### src/core/xcvr_pkg.sv
// constants and types shared by the bus transceiver register block, inverting except on the live b to a path
package xcvr_pkg;
   // ==========================================================
   // datapath
   localparam int unsigned LANES = 8;
   localparam int unsigned AXI_AW = 4;
   // ==========================================================
   // register map, byte addresses
   localparam logic [3:0] CTRL_OFFSET = 4'h0;
   localparam logic [3:0] STORE_OFFSET = 4'h4;
   localparam logic [3:0] LIVE_OFFSET = 4'h8;
   // ==========================================================
   // control register fields
   localparam int unsigned CTRL_W = 4;
   localparam int unsigned CTRL_DRIVE_N_BIT = 0;
   localparam int unsigned CTRL_FLOW_BIT = 1;
   localparam int unsigned CTRL_BSRC_BIT = 2;
   localparam int unsigned CTRL_ASRC_BIT = 3;
   localparam logic [CTRL_W-1:0] CTRL_RESET = 4'h1;
   // ==========================================================
   // store and live register fields
   localparam int unsigned A_FIELD_LSB = 0;
   localparam int unsigned B_FIELD_LSB = 8;
   // ==========================================================
   // axi answers
   localparam logic [1:0] RESP_OKAY = 2'h0;
   localparam logic [1:0] RESP_SLVERR = 2'h2;
   localparam logic [1:0] RESP_DECERR = 2'h3;
   typedef enum logic [2:0] {
      ST_IDLE = 3'h1,
      ST_BRESP = 3'h2,
      ST_RRESP = 3'h4
   } axi_state_e;
endpackage

### src/core/xcvr_lane.sv
// one bit channel: two storage bits and the two registered pin drivers
`timescale 1ns/100ps
module xcvr_lane
   import xcvr_pkg::*;
(
   input wire logic aclk,
   input wire logic aresetn,
   input wire logic a_in,
   input wire logic b_in,
   input wire logic a_capture,
   input wire logic b_capture,
   input wire logic drive_enable_n,
   input wire logic flow_select,
   input wire logic a_port_source_select,
   input wire logic b_port_source_select,
   output logic a_out,
   output logic a_oe_n,
   output logic b_out,
   output logic b_oe_n,
   output logic a_store,
   output logic b_store
);
   typedef struct packed {
      logic a_store;
      logic b_store;
      logic a_out;
      logic a_oe_n;
      logic b_out;
      logic b_oe_n;
   } lane_s;

   lane_s q;
   lane_s d;

   // ==========================================================
   // next state
   always_comb begin
      d = q;
      // capture ignores enable and flow select on purpose
      d.a_store = a_capture ? a_in : q.a_store;
      d.b_store = b_capture ? b_in : q.b_store;
      // only one side can ever be enabled, flow select decides which
      d.a_oe_n = drive_enable_n | flow_select;
      d.b_oe_n = drive_enable_n | ~flow_select;
      d.a_out = a_port_source_select ? ~q.b_store : b_in;
      d.b_out = b_port_source_select ? ~q.a_store : ~a_in;
   end

   always_ff @(posedge aclk) begin
      if (!aresetn) begin
         q <= '0;
         q.a_oe_n <= 1'b1;
         q.b_oe_n <= 1'b1;
      end else begin
         q <= d;
      end
   end

   assign a_out = q.a_out;
   assign a_oe_n = q.a_oe_n;
   assign b_out = q.b_out;
   assign b_oe_n = q.b_oe_n;
   assign a_store = q.a_store;
   assign b_store = q.b_store;
endmodule // xcvr_lane

### src/core/xcvr_top.sv
// top of the bus transceiver register, inverting except on the live b to a path, with its axi4-lite control slave
//
// The register addresses and the AXI4-Lite register port were left to the implementer.
`timescale 1ns/100ps
module xcvr_top
   import xcvr_pkg::*;
(
   input wire logic aclk,
   input wire logic aresetn,
   input wire logic [AXI_AW-1:0] s_axi_awaddr,
   input wire logic [2:0] s_axi_awprot,
   input wire logic s_axi_awvalid,
   output logic s_axi_awready,
   input wire logic [31:0] s_axi_wdata,
   input wire logic [3:0] s_axi_wstrb,
   input wire logic s_axi_wvalid,
   output logic s_axi_wready,
   output logic [1:0] s_axi_bresp,
   output logic s_axi_bvalid,
   input wire logic s_axi_bready,
   input wire logic [AXI_AW-1:0] s_axi_araddr,
   input wire logic [2:0] s_axi_arprot,
   input wire logic s_axi_arvalid,
   output logic s_axi_arready,
   output logic [31:0] s_axi_rdata,
   output logic [1:0] s_axi_rresp,
   output logic s_axi_rvalid,
   input wire logic s_axi_rready,
   input wire logic a_side_capture_clock,
   input wire logic b_side_capture_clock,
   input wire logic [LANES-1:0] port_a_data_in,
   output logic [LANES-1:0] port_a_data_out,
   output logic [LANES-1:0] port_a_data_oe_n,
   input wire logic [LANES-1:0] port_b_data_in,
   output logic [LANES-1:0] port_b_data_out,
   output logic [LANES-1:0] port_b_data_oe_n
);
   typedef struct packed {
      logic [CTRL_W-1:0] ctrl;
      logic [2:0] a_clk_sync;
      logic [2:0] b_clk_sync;
      logic [LANES-1:0] a_data_s1;
      logic [LANES-1:0] a_data_s2;
      logic [LANES-1:0] b_data_s1;
      logic [LANES-1:0] b_data_s2;
      axi_state_e state;
      logic aw_got;
      logic w_got;
      logic [AXI_AW-1:0] waddr;
      logic [31:0] wdata;
      logic [3:0] wstrb;
      logic awready;
      logic wready;
      logic arready;
      logic bvalid;
      logic [1:0] bresp;
      logic rvalid;
      logic [31:0] rdata;
      logic [1:0] rresp;
   } top_s;

   top_s q;
   top_s d;
   logic a_capture;
   logic b_capture;
   logic [LANES-1:0] a_store;
   logic [LANES-1:0] b_store;
   logic [AXI_AW-1:0] rd_word;
   logic [AXI_AW-1:0] wr_word;

   // ==========================================================
   // capture edges, taken from the second and third sync stages only
   assign a_capture = q.a_clk_sync[1] & ~q.a_clk_sync[2];
   assign b_capture = q.b_clk_sync[1] & ~q.b_clk_sync[2];
   assign rd_word = {s_axi_araddr[AXI_AW-1:2], 2'h0};
   assign wr_word = {q.waddr[AXI_AW-1:2], 2'h0};

   // ==========================================================
   // next state
   always_comb begin
      d = q;
      // pins come from outside aclk, two flops before anything reads them
      d.a_clk_sync = {q.a_clk_sync[1:0], a_side_capture_clock};
      d.b_clk_sync = {q.b_clk_sync[1:0], b_side_capture_clock};
      d.a_data_s1 = port_a_data_in;
      d.a_data_s2 = q.a_data_s1;
      d.b_data_s1 = port_b_data_in;
      d.b_data_s2 = q.b_data_s1;

      if (s_axi_awvalid && q.awready) begin
         d.aw_got = 1'b1;
         d.waddr = s_axi_awaddr;
      end
      if (s_axi_wvalid && q.wready) begin
         d.w_got = 1'b1;
         d.wdata = s_axi_wdata;
         d.wstrb = s_axi_wstrb;
      end

      case (q.state)
         ST_IDLE: begin
            // a read taken in the same cycle as a write's address and data is served first
            if (s_axi_arvalid && q.arready) begin
               d.state = ST_RRESP;
               d.rvalid = 1'b1;
               d.rresp = RESP_OKAY;
               d.rdata = '0;
               if (rd_word == CTRL_OFFSET) begin
                  d.rdata[CTRL_W-1:0] = q.ctrl;
               end else if (rd_word == STORE_OFFSET) begin
                  d.rdata[A_FIELD_LSB +: LANES] = a_store;
                  d.rdata[B_FIELD_LSB +: LANES] = b_store;
               end else if (rd_word == LIVE_OFFSET) begin
                  d.rdata[A_FIELD_LSB +: LANES] = q.a_data_s2;
                  d.rdata[B_FIELD_LSB +: LANES] = q.b_data_s2;
               end else begin
                  d.rresp = RESP_DECERR;
               end
            end else if (q.aw_got && q.w_got) begin
               d.state = ST_BRESP;
               d.bvalid = 1'b1;
               d.aw_got = 1'b0;
               d.w_got = 1'b0;
               d.bresp = RESP_OKAY;
               if (wr_word == CTRL_OFFSET) begin
                  if (q.wstrb[0]) begin
                     d.ctrl = q.wdata[CTRL_W-1:0];
                  end
               end else if (wr_word == STORE_OFFSET || wr_word == LIVE_OFFSET) begin
                  d.bresp = RESP_SLVERR;
               end else begin
                  d.bresp = RESP_DECERR;
               end
            end
         end
         ST_BRESP: begin
            if (s_axi_bready) begin
               d.bvalid = 1'b0;
               d.state = ST_IDLE;
            end
         end
         ST_RRESP: begin
            if (s_axi_rready) begin
               d.rvalid = 1'b0;
               d.state = ST_IDLE;
            end
         end
         default: begin
            d.state = ST_IDLE;
         end
      endcase

      // readies follow the next state so they come straight from flops
      d.awready = (d.state == ST_IDLE) && !d.aw_got;
      d.wready = (d.state == ST_IDLE) && !d.w_got;
      d.arready = (d.state == ST_IDLE) && !d.aw_got && !d.w_got;
   end

   always_ff @(posedge aclk) begin
      if (!aresetn) begin
         q <= '0;
         q.ctrl <= CTRL_RESET;
         q.state <= ST_IDLE;
      end else begin
         q <= d;
      end
   end

   assign s_axi_awready = q.awready;
   assign s_axi_wready = q.wready;
   assign s_axi_arready = q.arready;
   assign s_axi_bvalid = q.bvalid;
   assign s_axi_bresp = q.bresp;
   assign s_axi_rvalid = q.rvalid;
   assign s_axi_rdata = q.rdata;
   assign s_axi_rresp = q.rresp;

   // ==========================================================
   // eight identical lanes on shared controls
   // capturing one side leaves the other side's drive purely to the controls
   genvar i;
   generate
      for (i = 0; i < LANES; i++) begin : g_lane
         xcvr_lane u_lane (
            .aclk(aclk),
            .aresetn(aresetn),
            .a_in(q.a_data_s2[i]),
            .b_in(q.b_data_s2[i]),
            .a_capture(a_capture),
            .b_capture(b_capture),
            .drive_enable_n(q.ctrl[CTRL_DRIVE_N_BIT]),
            .flow_select(q.ctrl[CTRL_FLOW_BIT]),
            .a_port_source_select(q.ctrl[CTRL_ASRC_BIT]),
            .b_port_source_select(q.ctrl[CTRL_BSRC_BIT]),
            .a_out(port_a_data_out[i]),
            .a_oe_n(port_a_data_oe_n[i]),
            .b_out(port_b_data_out[i]),
            .b_oe_n(port_b_data_oe_n[i]),
            .a_store(a_store[i]),
            .b_store(b_store[i])
         );
      end
   endgenerate
endmodule // xcvr_top

### config.mk
export PLATFORM = sky130hd
export DESIGN_NAME = xcvr_top
export DESIGN_NICKNAME = d
export VERILOG_FILES = /design/src/core/xcvr_pkg.sv /design/src/core/xcvr_lane.sv /design/src/core/xcvr_top.sv
export SDC_FILE = /design/constraint.sdc
export NUM_CORES = 1
export LEC_CHECK = 0
export ABC_AREA = 1
export BUFFER_PORTS_ARGS = -buffer_cell sky130_fd_sc_hd__buf_2
export CORE_ASPECT_RATIO = 0.75
export CORE_UTILIZATION = 46
export CTS_CLUSTER_SIZE = 14
export DETAILED_ROUTE_END_ITERATION = 12
export PLACE_DENSITY = 0.76
export SKIP_LAST_GASP = 1
export SLEW_MARGIN = 20
export SYNTH_ARGS = -nofsm -noshare
export SYNTH_HDL_FRONTEND = slang
export SYNTH_HIERARCHICAL = 1
export SYNTH_SLANG_ARGS = --single-unit
### constraint.sdc
create_clock -name aclk -period 1.4 [get_ports aclk]
set_input_delay 0.28 -clock aclk [delete_from_list [all_inputs] [get_ports aclk]]
set_output_delay 0.28 -clock aclk [all_outputs]
set_load 0.01 [all_outputs]
==> results of run 1 <==
==> tightest hold or removal path: stages <==
cell and delay (ns):
buf_2 0.07, nand2_1 0.04, inv_1 0.04
==> layout make-up <==
class                      count  area (um^2)
fill                         891         3980
sequential                   126         2520
multi-input combinational    401         1720
timing repair buffer         106          611
clock buffer                  21          470
inverter                      75          282
clock inverter                10          185
tap                          132          165
==> flip-flops by register name, indices dropped and copies added (netlist names) <==
signal / count
s_axi_bvalid: 1
s_axi_bresp: 2
g_lane.u_lane/b_oe_n: 8
s_axi_arready: 1
d: 20
s_axi_awready: 1
g_lane.u_lane/b_out: 8
g_lane.u_lane/b_store: 8
g_lane.u_lane/a_store: 8
s_axi_wready: 1
q: 34
s_axi_rdata: 16
g_lane.u_lane/a_oe_n: 8
s_axi_rresp: 1
s_axi_rvalid: 1
g_lane.u_lane/a_out: 8
==> synth_stat cells <==
| cell | n | area, um^2 |
|---|---|---|
| nand2_1 | 197 | 739 |
| dfxtp_1 | 126 | 2520 |
| nor2_1 | 102 | 383 |
| inv_1 | 71 | 267 |
| buf_4 | 37 | 278 |
| nand3_1 | 24 | 120 |
| a21oi_1 | 19 | 95.1 |
| o21ai_0 | 9 | 45.0 |
| nand3b_1 | 8 | 60.1 |
| nand2_2 | 7 | 43.8 |
| clkbuf_1 | 6 | 22.5 |
| a21oi_2 | 5 | 43.8 |
| nand3_2 | 5 | 50.1 |
| buf_2 | 4 | 20.0 |
| inv_2 | 4 | 15.0 |
| nand4_1 | 3 | 18.8 |
| nor2_4 | 3 | 33.8 |
| buf_6 | 2 | 22.5 |
| buf_8 | 2 | 30.0 |
| nor3_1 | 2 | 10.0 |
| conb_1 | 1 | 3.75 |
| or2_2 | 1 | 6.26 |
==> logic make-up (layout without fill, tap and decap cells) <==
group,count (synthesis),after routing,synth area share [%]
AOI/OAI and AO/OA,33,33,3.81
buffers and inverters,126,212,13.5
DFF,126,126,52.2
other,1,16,0.0776
and+or+nand+nor,352,352,30.3
==> cells in the final DEF, fill, tap and decap left out, drive strengths merged, types with 2 or more instances in the layout <==
cell / n
nand2: 204
dfxtp: 126
buf: 106
nor2: 105
inv: 75
nand3: 29
a21oi: 24
clkbuf: 21
conb: 16
o21ai: 9
nand3b: 8
bufinv: 5
clkinvlp: 4
nand4: 3
nor3: 2
==> stage by stage <==
step	hold slack (ns)	setup slack (ns)
after floorplan	0.350	0.222
after global placement	0.394	0.146
after detailed placement	0.395	0.0949
after CTS	0.0378	0.0363
after global routing	0.0327	0.0557
final	0.0507	0.168
==> timing repair <==
action                                  CTS  global route
endpoints found under the setup margin    0             6
gates resized for setup                   0             3
endpoints found under the hold margin     0             0
==> power by group <==
group	switching [uW]	total [uW]	internal, uW
Sequential	73.4	3810	3730
Combinational	384	604	219
Clock	1520	4810	3290
Total	1980	9220	7240
==> worst paths after layout <==
kind | slack, ns | end | start
worst min-delay path | 0.05 | d[92]$_SDFF_PN0_ | port_b_data_in[6]
worst min register to register | 0.41 | q[86]$_SDFF_PN0_ | d[86]$_SDFF_PN0_
worst max-delay path | 0.17 | s_axi_rdata[11] | s_axi_rdata[11]$_SDFFE_PN0P_
worst max register to register | 0.18 | s_axi_bresp[0]$_SDFFE_PN0P_ | q[83]$_SDFF_PN1_
==> per-layer routing <==
metal	up-vias	GRT usage, %	wire [um]
li1	2048	-	-
met1	1815	22.4	4440
met2	124	34.3	5090
met3	11	6.69	564
met4	0	7.82	106
met5	-	0	0
==> impl_metrics.env, run 1 <==
export IMPL_via_per_inst=4.59
export IMPL_placed_cells=840
export IMPL_slew_violations=0
export IMPL_dieArea_um2=10900
export IMPL_drc=0
export IMPL_power_density_nw_per_um2=1550
export IMPL_grt_usage_pct=19.9
export IMPL_insertedDiodeCount=0
export IMPL_min_path_type="input pin to flip-flop"
export IMPL_setup_viol=0
export IMPL_post_route_period_util_pct=88.0
export IMPL_maxCapViolCount=0
export IMPL_cts_buffer_depth=2
export IMPL_postCtsSetupBuffers=0
export IMPL_cts_tree="yes"
export IMPL_r2r_cells=6
export IMPL_grt_pass1_wl_um=16700
export IMPL_setup_worst_path_start_class="flip-flop"
export IMPL_min_path_cells=3
export IMPL_ys_warn_count=6
export IMPL_path_delay_family="flip-flops"
export IMPL_grt_remaining_overflow=0
export IMPL_hold_violations=0
export IMPL_synth_area_per_cell_um2=7.57
export IMPL_start_util_pct=48.6
export IMPL_cp_max_fo=2
export IMPL_fmax_mhz=812
export IMPL_leakagePower_uw=0.00301
export IMPL_clock_sinks=126
export IMPL_vdd_ir_drop_max_v=0.00118
export IMPL_grt_max_degree=72
export IMPL_first_global_vias=3668
export IMPL_arrival_ns=0.95
export IMPL_cp_slowest_stage_delay_ns=0.39
export IMPL_dr_pass1_iters=6
export IMPL_antenna_found_initial=0
export IMPL_crit_chain="buf_2"
export IMPL_num_vias=3998
export IMPL_critPathCaptureType="output port"
export IMPL_period_needed_ns=1.23
export IMPL_netlist_instances=638
export IMPL_post_dp_cell_area_um2=5290
export IMPL_ys_ff_latch=126
export IMPL_crit_required_ns=1.12
export IMPL_status="completed"
export IMPL_ctsHoldBuffers=0
export IMPL_p_total_uw=9220
export IMPL_io_buffers=90
export IMPL_core_um2=9930
export IMPL_ant_nets=0
export IMPL_cpMaxStageDelayCell="dfxtp_1"
export IMPL_nNetsFinal=802
export IMPL_die_w_um=120
export IMPL_stdcell_count=871
export IMPL_num_io_pins=148
export IMPL_dpl_hpwl_um=6780
export IMPL_place_congestion=0.802
export IMPL_rows=31
export IMPL_grt_setup_unrepaired="false"
export IMPL_wl_per_cell_um=11.7
export IMPL_cp_num_buf_inv=1
export IMPL_final_core_util_pct=59.9
export IMPL_clk_insertion_delay_late_ns=0.41
export IMPL_cts_root_buf="clkbuf_16"
export IMPL_drt_iter0_markers=234
export IMPL_synthesis_area_um2=4830
export IMPL_drt_wl_total_um=10200
export IMPL_worstSetupPathType="flip-flop to output port"
export IMPL_cp_depth=1
export IMPL_ys_types=22
export IMPL_ys_seq_area_share_pct=52.2
export IMPL_drive_gt1_share_pct=22.2
export IMPL_die_h_um=90.7
export IMPL_syn_to_final_growth_pct=23.2
export IMPL_path_clk_slew_ns=0.05
export IMPL_cts_buffers=17
export IMPL_fin_setup_tns_ns=0
export IMPL_finalInstanceArea_um2=5950
export IMPL_cts_max_level=4
export IMPL_worst_clock_skew_ns=0.0105
(Power assumes the default switching activity.)
==> run 2: changes to the inputs <==
--- a/config.mk
+++ b/config.mk
@@ -14,4 +14,5 @@
 export PLACE_DENSITY = 0.76
+export SKIP_CTS_REPAIR_TIMING = 1
 export SKIP_LAST_GASP = 1
-export SLEW_MARGIN = 20
+export SLEW_MARGIN = 15
 export SYNTH_ARGS = -nofsm -noshare
==> constraint.sdc (replaced) <==
create_clock -name aclk -period 1.4 [get_ports aclk]
set_input_delay 0.14 -clock aclk [delete_from_list [all_inputs] [get_ports aclk]]
set_output_delay 0.14 -clock aclk [all_outputs]
set_load 0.01 [all_outputs]
==> run 2 against run 1 <==
- the run now ends with hold timing left
- highest routed layer unchanged
- clock skew decreased by 0.0036 ns
- critical path type is now flip-flop to flip-flop
- combinational power rose by 5.0%
- largest cell class unchanged
- total power shrank 11%
==> impl_metrics.env, run 2 (synthesized netlist as in run 1, its figures left out) <==
export IMPL_cts_tree="yes"
export IMPL_fmax_mhz=797
export IMPL_path_delay_family="simple AND/OR/NAND/NOR gates"
export IMPL_p_total_uw=8190
export IMPL_rows=31
export IMPL_antenna_found_initial=0
export IMPL_critPathCapture="q[126]$_SDFFE_PN0P_"
export IMPL_grt_remaining_overflow=0
export IMPL_cts_max_level=4
export IMPL_cp_slowest_stage_delay_ns=0.32
export IMPL_setup_slack_ns=0.145
export IMPL_power_density_nw_per_um2=1380
export IMPL_num_io_pins=148
export IMPL_cts_root_buf="clkbuf_16"
export IMPL_crit_required_ns=1.74
export IMPL_period_needed_ns=1.25
export IMPL_via_per_inst=4.60
export IMPL_grt_setup_unrepaired="false"
export IMPL_status="finished, violations left"
export IMPL_clk_insertion_delay_late_ns=0.41
export IMPL_arrival_ns=1.59
export IMPL_r2r_start="q[79]$_SDFFE_PN0P_"
export IMPL_setup_viol=0
export IMPL_worstSetupPathType="flip-flop to flip-flop"
export IMPL_nNetsFinal=819
export IMPL_whs_ns=-0.00169
export IMPL_grt_pass1_wl_um=16600
export IMPL_place_congestion=0.814
export IMPL_slew_violations=0
export IMPL_drt_wl_total_um=10200
export IMPL_die_w_um=120
export IMPL_cts_buffer_depth=2
export IMPL_wl_per_cell_um=11.5
export IMPL_cts_buffers=17
export IMPL_dr_pass1_iters=4
export IMPL_insertedDiodeCount=0
export IMPL_cp_max_fo=7
export IMPL_fin_setup_tns_ns=0
export IMPL_failed_checks="hold timing"
export IMPL_grt_usage_pct=19.5
export IMPL_num_vias=4066
export IMPL_dpl_hpwl_um=6850
export IMPL_drt_iter0_markers=196
export IMPL_path_common_cell="nand2_1"
export IMPL_cpMaxStageDelayCell="nor3_1"
export IMPL_drc=0
export IMPL_cp_num_buf_inv=1
export IMPL_top_register="q"
export IMPL_drive_gt1_share_pct=20.6
export IMPL_pre_cts_ws_ns=0.142
export IMPL_reg2reg_slack_ns=0.15
export IMPL_start_util_pct=48.6
export IMPL_critPathCaptureType="flip-flop"
export IMPL_core_um2=9930
export IMPL_dieArea_um2=10900
export IMPL_io_buffers=90
export IMPL_largest_reg_flops=34
export IMPL_hold_violations=2
export IMPL_mostFrequentLayoutCell="nand2_1"
export IMPL_vdd_ir_drop_max_v=0.000819
export IMPL_min_path_type="input pin to flip-flop"
export IMPL_r2r_cells=7
export IMPL_leakagePower_uw=0.00302
export IMPL_ant_nets=0
export IMPL_grt_max_degree=64
export IMPL_final_cell_mix="nand2_1 (197), dfxtp_1 (125), nor2_1 (102)"
export IMPL_maxCapViolCount=0
export IMPL_syn_to_final_growth_pct=23.3
export IMPL_die_h_um=90.7
export IMPL_post_route_period_util_pct=89.6
export IMPL_cp_depth=7
export IMPL_clock_sinks=126
export IMPL_r2r_end="q[126]$_SDFFE_PN0P_"
export IMPL_startpoint="q[79]$_SDFFE_PN0P_"
export IMPL_path_clk_slew_ns=0.05
export IMPL_first_global_vias=3680
export IMPL_setup_worst_path_start_class="flip-flop"
export IMPL_crit_chain="inv_1 -> nand2_1 -> nor3_1 -> nand2_2 -> nand2_1 -> nand2_1 -> nor2_1"
export IMPL_worst_clock_skew_ns=0.00698
-- run 2: through the flow --
step,area (um^2),cells,util (%)
final,5960,884,60.0
after global routing,5960,884,60.0
after CTS,5770,866,58.2
after detailed placement,5270,839,53.1
after global placement,5270,839,53.1
after floorplan,4890,653,-
-- run 2: final cells by class --
cell class	instances	area (um^2)
fillers	921	3970
flip-flops and latches	126	2520
multi-input cells	401	1710
repair buffers	123	771
clock buffers	25	495
inverters	75	282
well taps	132	165
clock inverters	2	10.0
-- run 2: worst min path at each step --
stage	start	endpoint	slack [ns]	depth (start not counted)
2_1_floorplan	aresetn	g_lane[0].u_lane/a_oe_n$_SDFF_PN1_	0.21	1
3_3_place_gp	port_b_data_in[3]	d[89]$_SDFF_PN0_	0.32	3
3_5_place_dp	port_b_data_in[0]	d[86]$_SDFF_PN0_	0.32	3
4_1_cts	port_b_data_in[3]	d[89]$_SDFF_PN0_	-0.10	3
5_1_grt	s_axi_wstrb[0]	q[41]$_SDFFE_PN0P_	0.005	3
6_report	s_axi_wdata[1]	q[46]$_SDFFE_PN0P_	-0.002	3
-- run 2: worst reg2reg max path, cell delays in order (launching register included) --
cell,delay (ns)
dfxtp_1,0.31
inv_1,0.07
nand2_1,0.08
nor3_1,0.32
nand2_2,0.17
nand2_1,0.09
nand2_1,0.05
nor2_1,0.10
-- run 2: where the power goes --
group / internal (uW) / switching [uW]
registers: 3740 / 73.9
logic: 246 / 388
clock network: 2390 / 1360
-- run 2: layer usage --
layer	global-route usage [%]	up-vias	part of all wire [%]
met1	23.0	1856	44
met4	10.1	0	0.77
li1	-	2080	-
met5	0	-	0
met3	5.05	9	4.7
met2	32.5	121	50
==> run 3: changes to the inputs <==
Settings changed: CORE_UTILIZATION 46 to 51, PLACE_DENSITY 0.76 to 0.82.
==> run 3 against run 2 <==
- the run still ends with hold timing left
- maximum frequency shrank 4.1%
- cell count shrank 0.23%
- wire length shrank 2.3%
- via count grew 1.5%
- total power grew 8.4%
- register-to-register slack lost 0.05 ns
- cell area grew 1.2%
- clock skew shrank 0.00094 ns
- worst setup slack lost 0.053 ns
- utilization grew 6.1 points
- critical path type unchanged
- largest power group is now the clock network
- highest routed layer unchanged
==> impl_metrics.env, run 3 (synthesized netlist as in run 1, its figures left out) <==
export IMPL_status="finished, violations left"
export IMPL_failed_checks="hold timing"
export IMPL_final_cell_mix="nand2_1 (196), dfxtp_1 (126), nor2_1 (102)"
export IMPL_cts_buffer_depth=2
export IMPL_cp_num_buf_inv=2
export IMPL_largest_reg_flops=34
export IMPL_vdd_ir_drop_max_v=0.000955
export IMPL_die_w_um=114
export IMPL_syn_to_final_growth_pct=24.8
export IMPL_rows=30
export IMPL_power_frac_comb_pct=7.0
export IMPL_sw_frac_of_total_pct=21.3
export IMPL_clk_insertion_delay_late_ns=0.41
export IMPL_worstSetupPathType="flip-flop to flip-flop"
export IMPL_setup_viol=0
export IMPL_nNetsFinal=817
export IMPL_leakagePower_uw=0.00306
export IMPL_start_util_pct=52.9
export IMPL_power_density_nw_per_um2=1470
export IMPL_regArea_um2=2520
export IMPL_antenna_found_initial=0
export IMPL_drt_iter0_markers=319
export IMPL_post_dp_cell_area_um2=5230
export IMPL_drive_gt1_share_pct=20.8
export IMPL_dpl_hpwl_um=6630
export IMPL_post_route_period_util_pct=93.4
export IMPL_mostFrequentLayoutCell="nand2_1"
export IMPL_grt_max_degree=71
export IMPL_die_h_um=86.3
export IMPL_p_int_uw=6990
export IMPL_fmax_mhz=765
export IMPL_arrival_ns=1.63
export IMPL_cts_max_level=4
export IMPL_period_needed_ns=1.31
export IMPL_ant_nets=0
export IMPL_cp_max_fo=20
export IMPL_grt_pass1_wl_um=16400
export IMPL_cts_root_buf="clkbuf_16"
export IMPL_cp_slowest_stage_delay_ns=0.42
export IMPL_num_io_pins=148
export IMPL_crit_required_ns=1.72
export IMPL_top_register="q"
export IMPL_hold_violations=2
export IMPL_critPathCaptureType="flip-flop"
export IMPL_first_global_vias=3927
export IMPL_drt_wl_total_um=9950
export IMPL_drc=0
export IMPL_via_per_inst=4.68
export IMPL_num_vias=4126
export IMPL_cts_tree="yes"
export IMPL_clock_sinks=126
export IMPL_crit_chain="inv_2 -> nand2_2 -> nor2_4 -> nand2_1 -> buf_4 -> nand3_1 -> a21oi_1"
export IMPL_grt_usage_pct=21.5
export IMPL_seqPwrFrac_pct=42.9
export IMPL_clkPwrFrac_pct=50.1
export IMPL_wl_per_cell_um=11.3
export IMPL_path_clk_slew_ns=0.05
export IMPL_finalInstanceArea_um2=6030
export IMPL_whs_ns=-0.0173
export IMPL_core_um2=9120
export IMPL_fillers=756
export IMPL_path_delay_family="flip-flops"
export IMPL_dieArea_um2=9870
export IMPL_final_core_util_pct=66.1
export IMPL_slew_violations=0
export IMPL_dr_pass1_iters=4
export IMPL_insertedDiodeCount=0
export IMPL_cts_buffers=17
export IMPL_multi_input_area_um2=1710
export IMPL_min_path_type="input pin to flip-flop"
export IMPL_setup_worst_path_start_class="flip-flop"
export IMPL_worst_clock_skew_ns=0.00604
export IMPL_grt_remaining_overflow=0
export IMPL_place_congestion=0.802
export IMPL_maxCapViolCount=0
export IMPL_cpMaxStageDelayCell="dfxtp_1"
export IMPL_power_switching_uw=1890
export IMPL_io_buffers=90
run 3: metrics by stage:
stage	setup WS, ns	std cells	total power (uW)	TNS (ns)	hold slack [ns]
2_1_floorplan	0.222	653	4300	0	0.210
3_3_place_gp	0.131	832	4420	0	0.322
3_5_place_dp	0.0440	832	4450	0	0.326
6_report	0.0922	882	8880	0	-0.0173
5_1_grt	-0.00111	882	9190	-0.00111	0.00559
4_1_cts	0.0302	863	8890	0	-0.0986
run 3: power by group through the flow:
stage	combinational, uW	sequential [uW]	clock [uW]
2_1_floorplan	413	3890	0
3_3_place_gp	546	3880	0
3_5_place_dp	572	3880	0
4_1_cts	579	3810	4510
5_1_grt	706	3820	4660
6_report	622	3810	4450
run 3: per-layer routing:
layer | GRT usage, % | wire length [um] | vias to the layer above
li1 | - | - | 2077
met2 | 37.8 | 4910 | 146
met5 | 0 | 0 | -
met1 | 22.8 | 4180 | 1876
met3 | 6.99 | 595 | 27
met4 | 12.3 | 267 | 0
run 3: tightest hold or removal path, stage by stage:
cell     delay (ns)
buf_2          0.07
o21ai_0        0.07
nor2_1         0.07
run 3: final timing paths:
| path | slack, ns | cells after the start | startpoint | to |
|---|---|---|---|---|
| max | 0.09 | 7 | q[84]$_SDFF_PN0_ | s_axi_bvalid$_SDFFE_PN0P_ |
| min | -0.02 | 3 | s_axi_wdata[3] | q[48]$_SDFFE_PN0P_ |
| max reg2reg | 0.09 | 7 | q[84]$_SDFF_PN0_ | s_axi_bvalid$_SDFFE_PN0P_ |
| min reg2reg | 0.41 | 2 | d[122]$_SDFF_PN0_ | d[123]$_SDFF_PN0_ |
run 3: area by class of cell:
type                       instances  area share, %
tap                              128           2.66
clock buffer                      25           8.39
inverter                          75           4.67
multi-input combinational        401           28.4
sequential                       126           41.9
timing repair buffer             121           12.3
clock inverter                     6           1.74
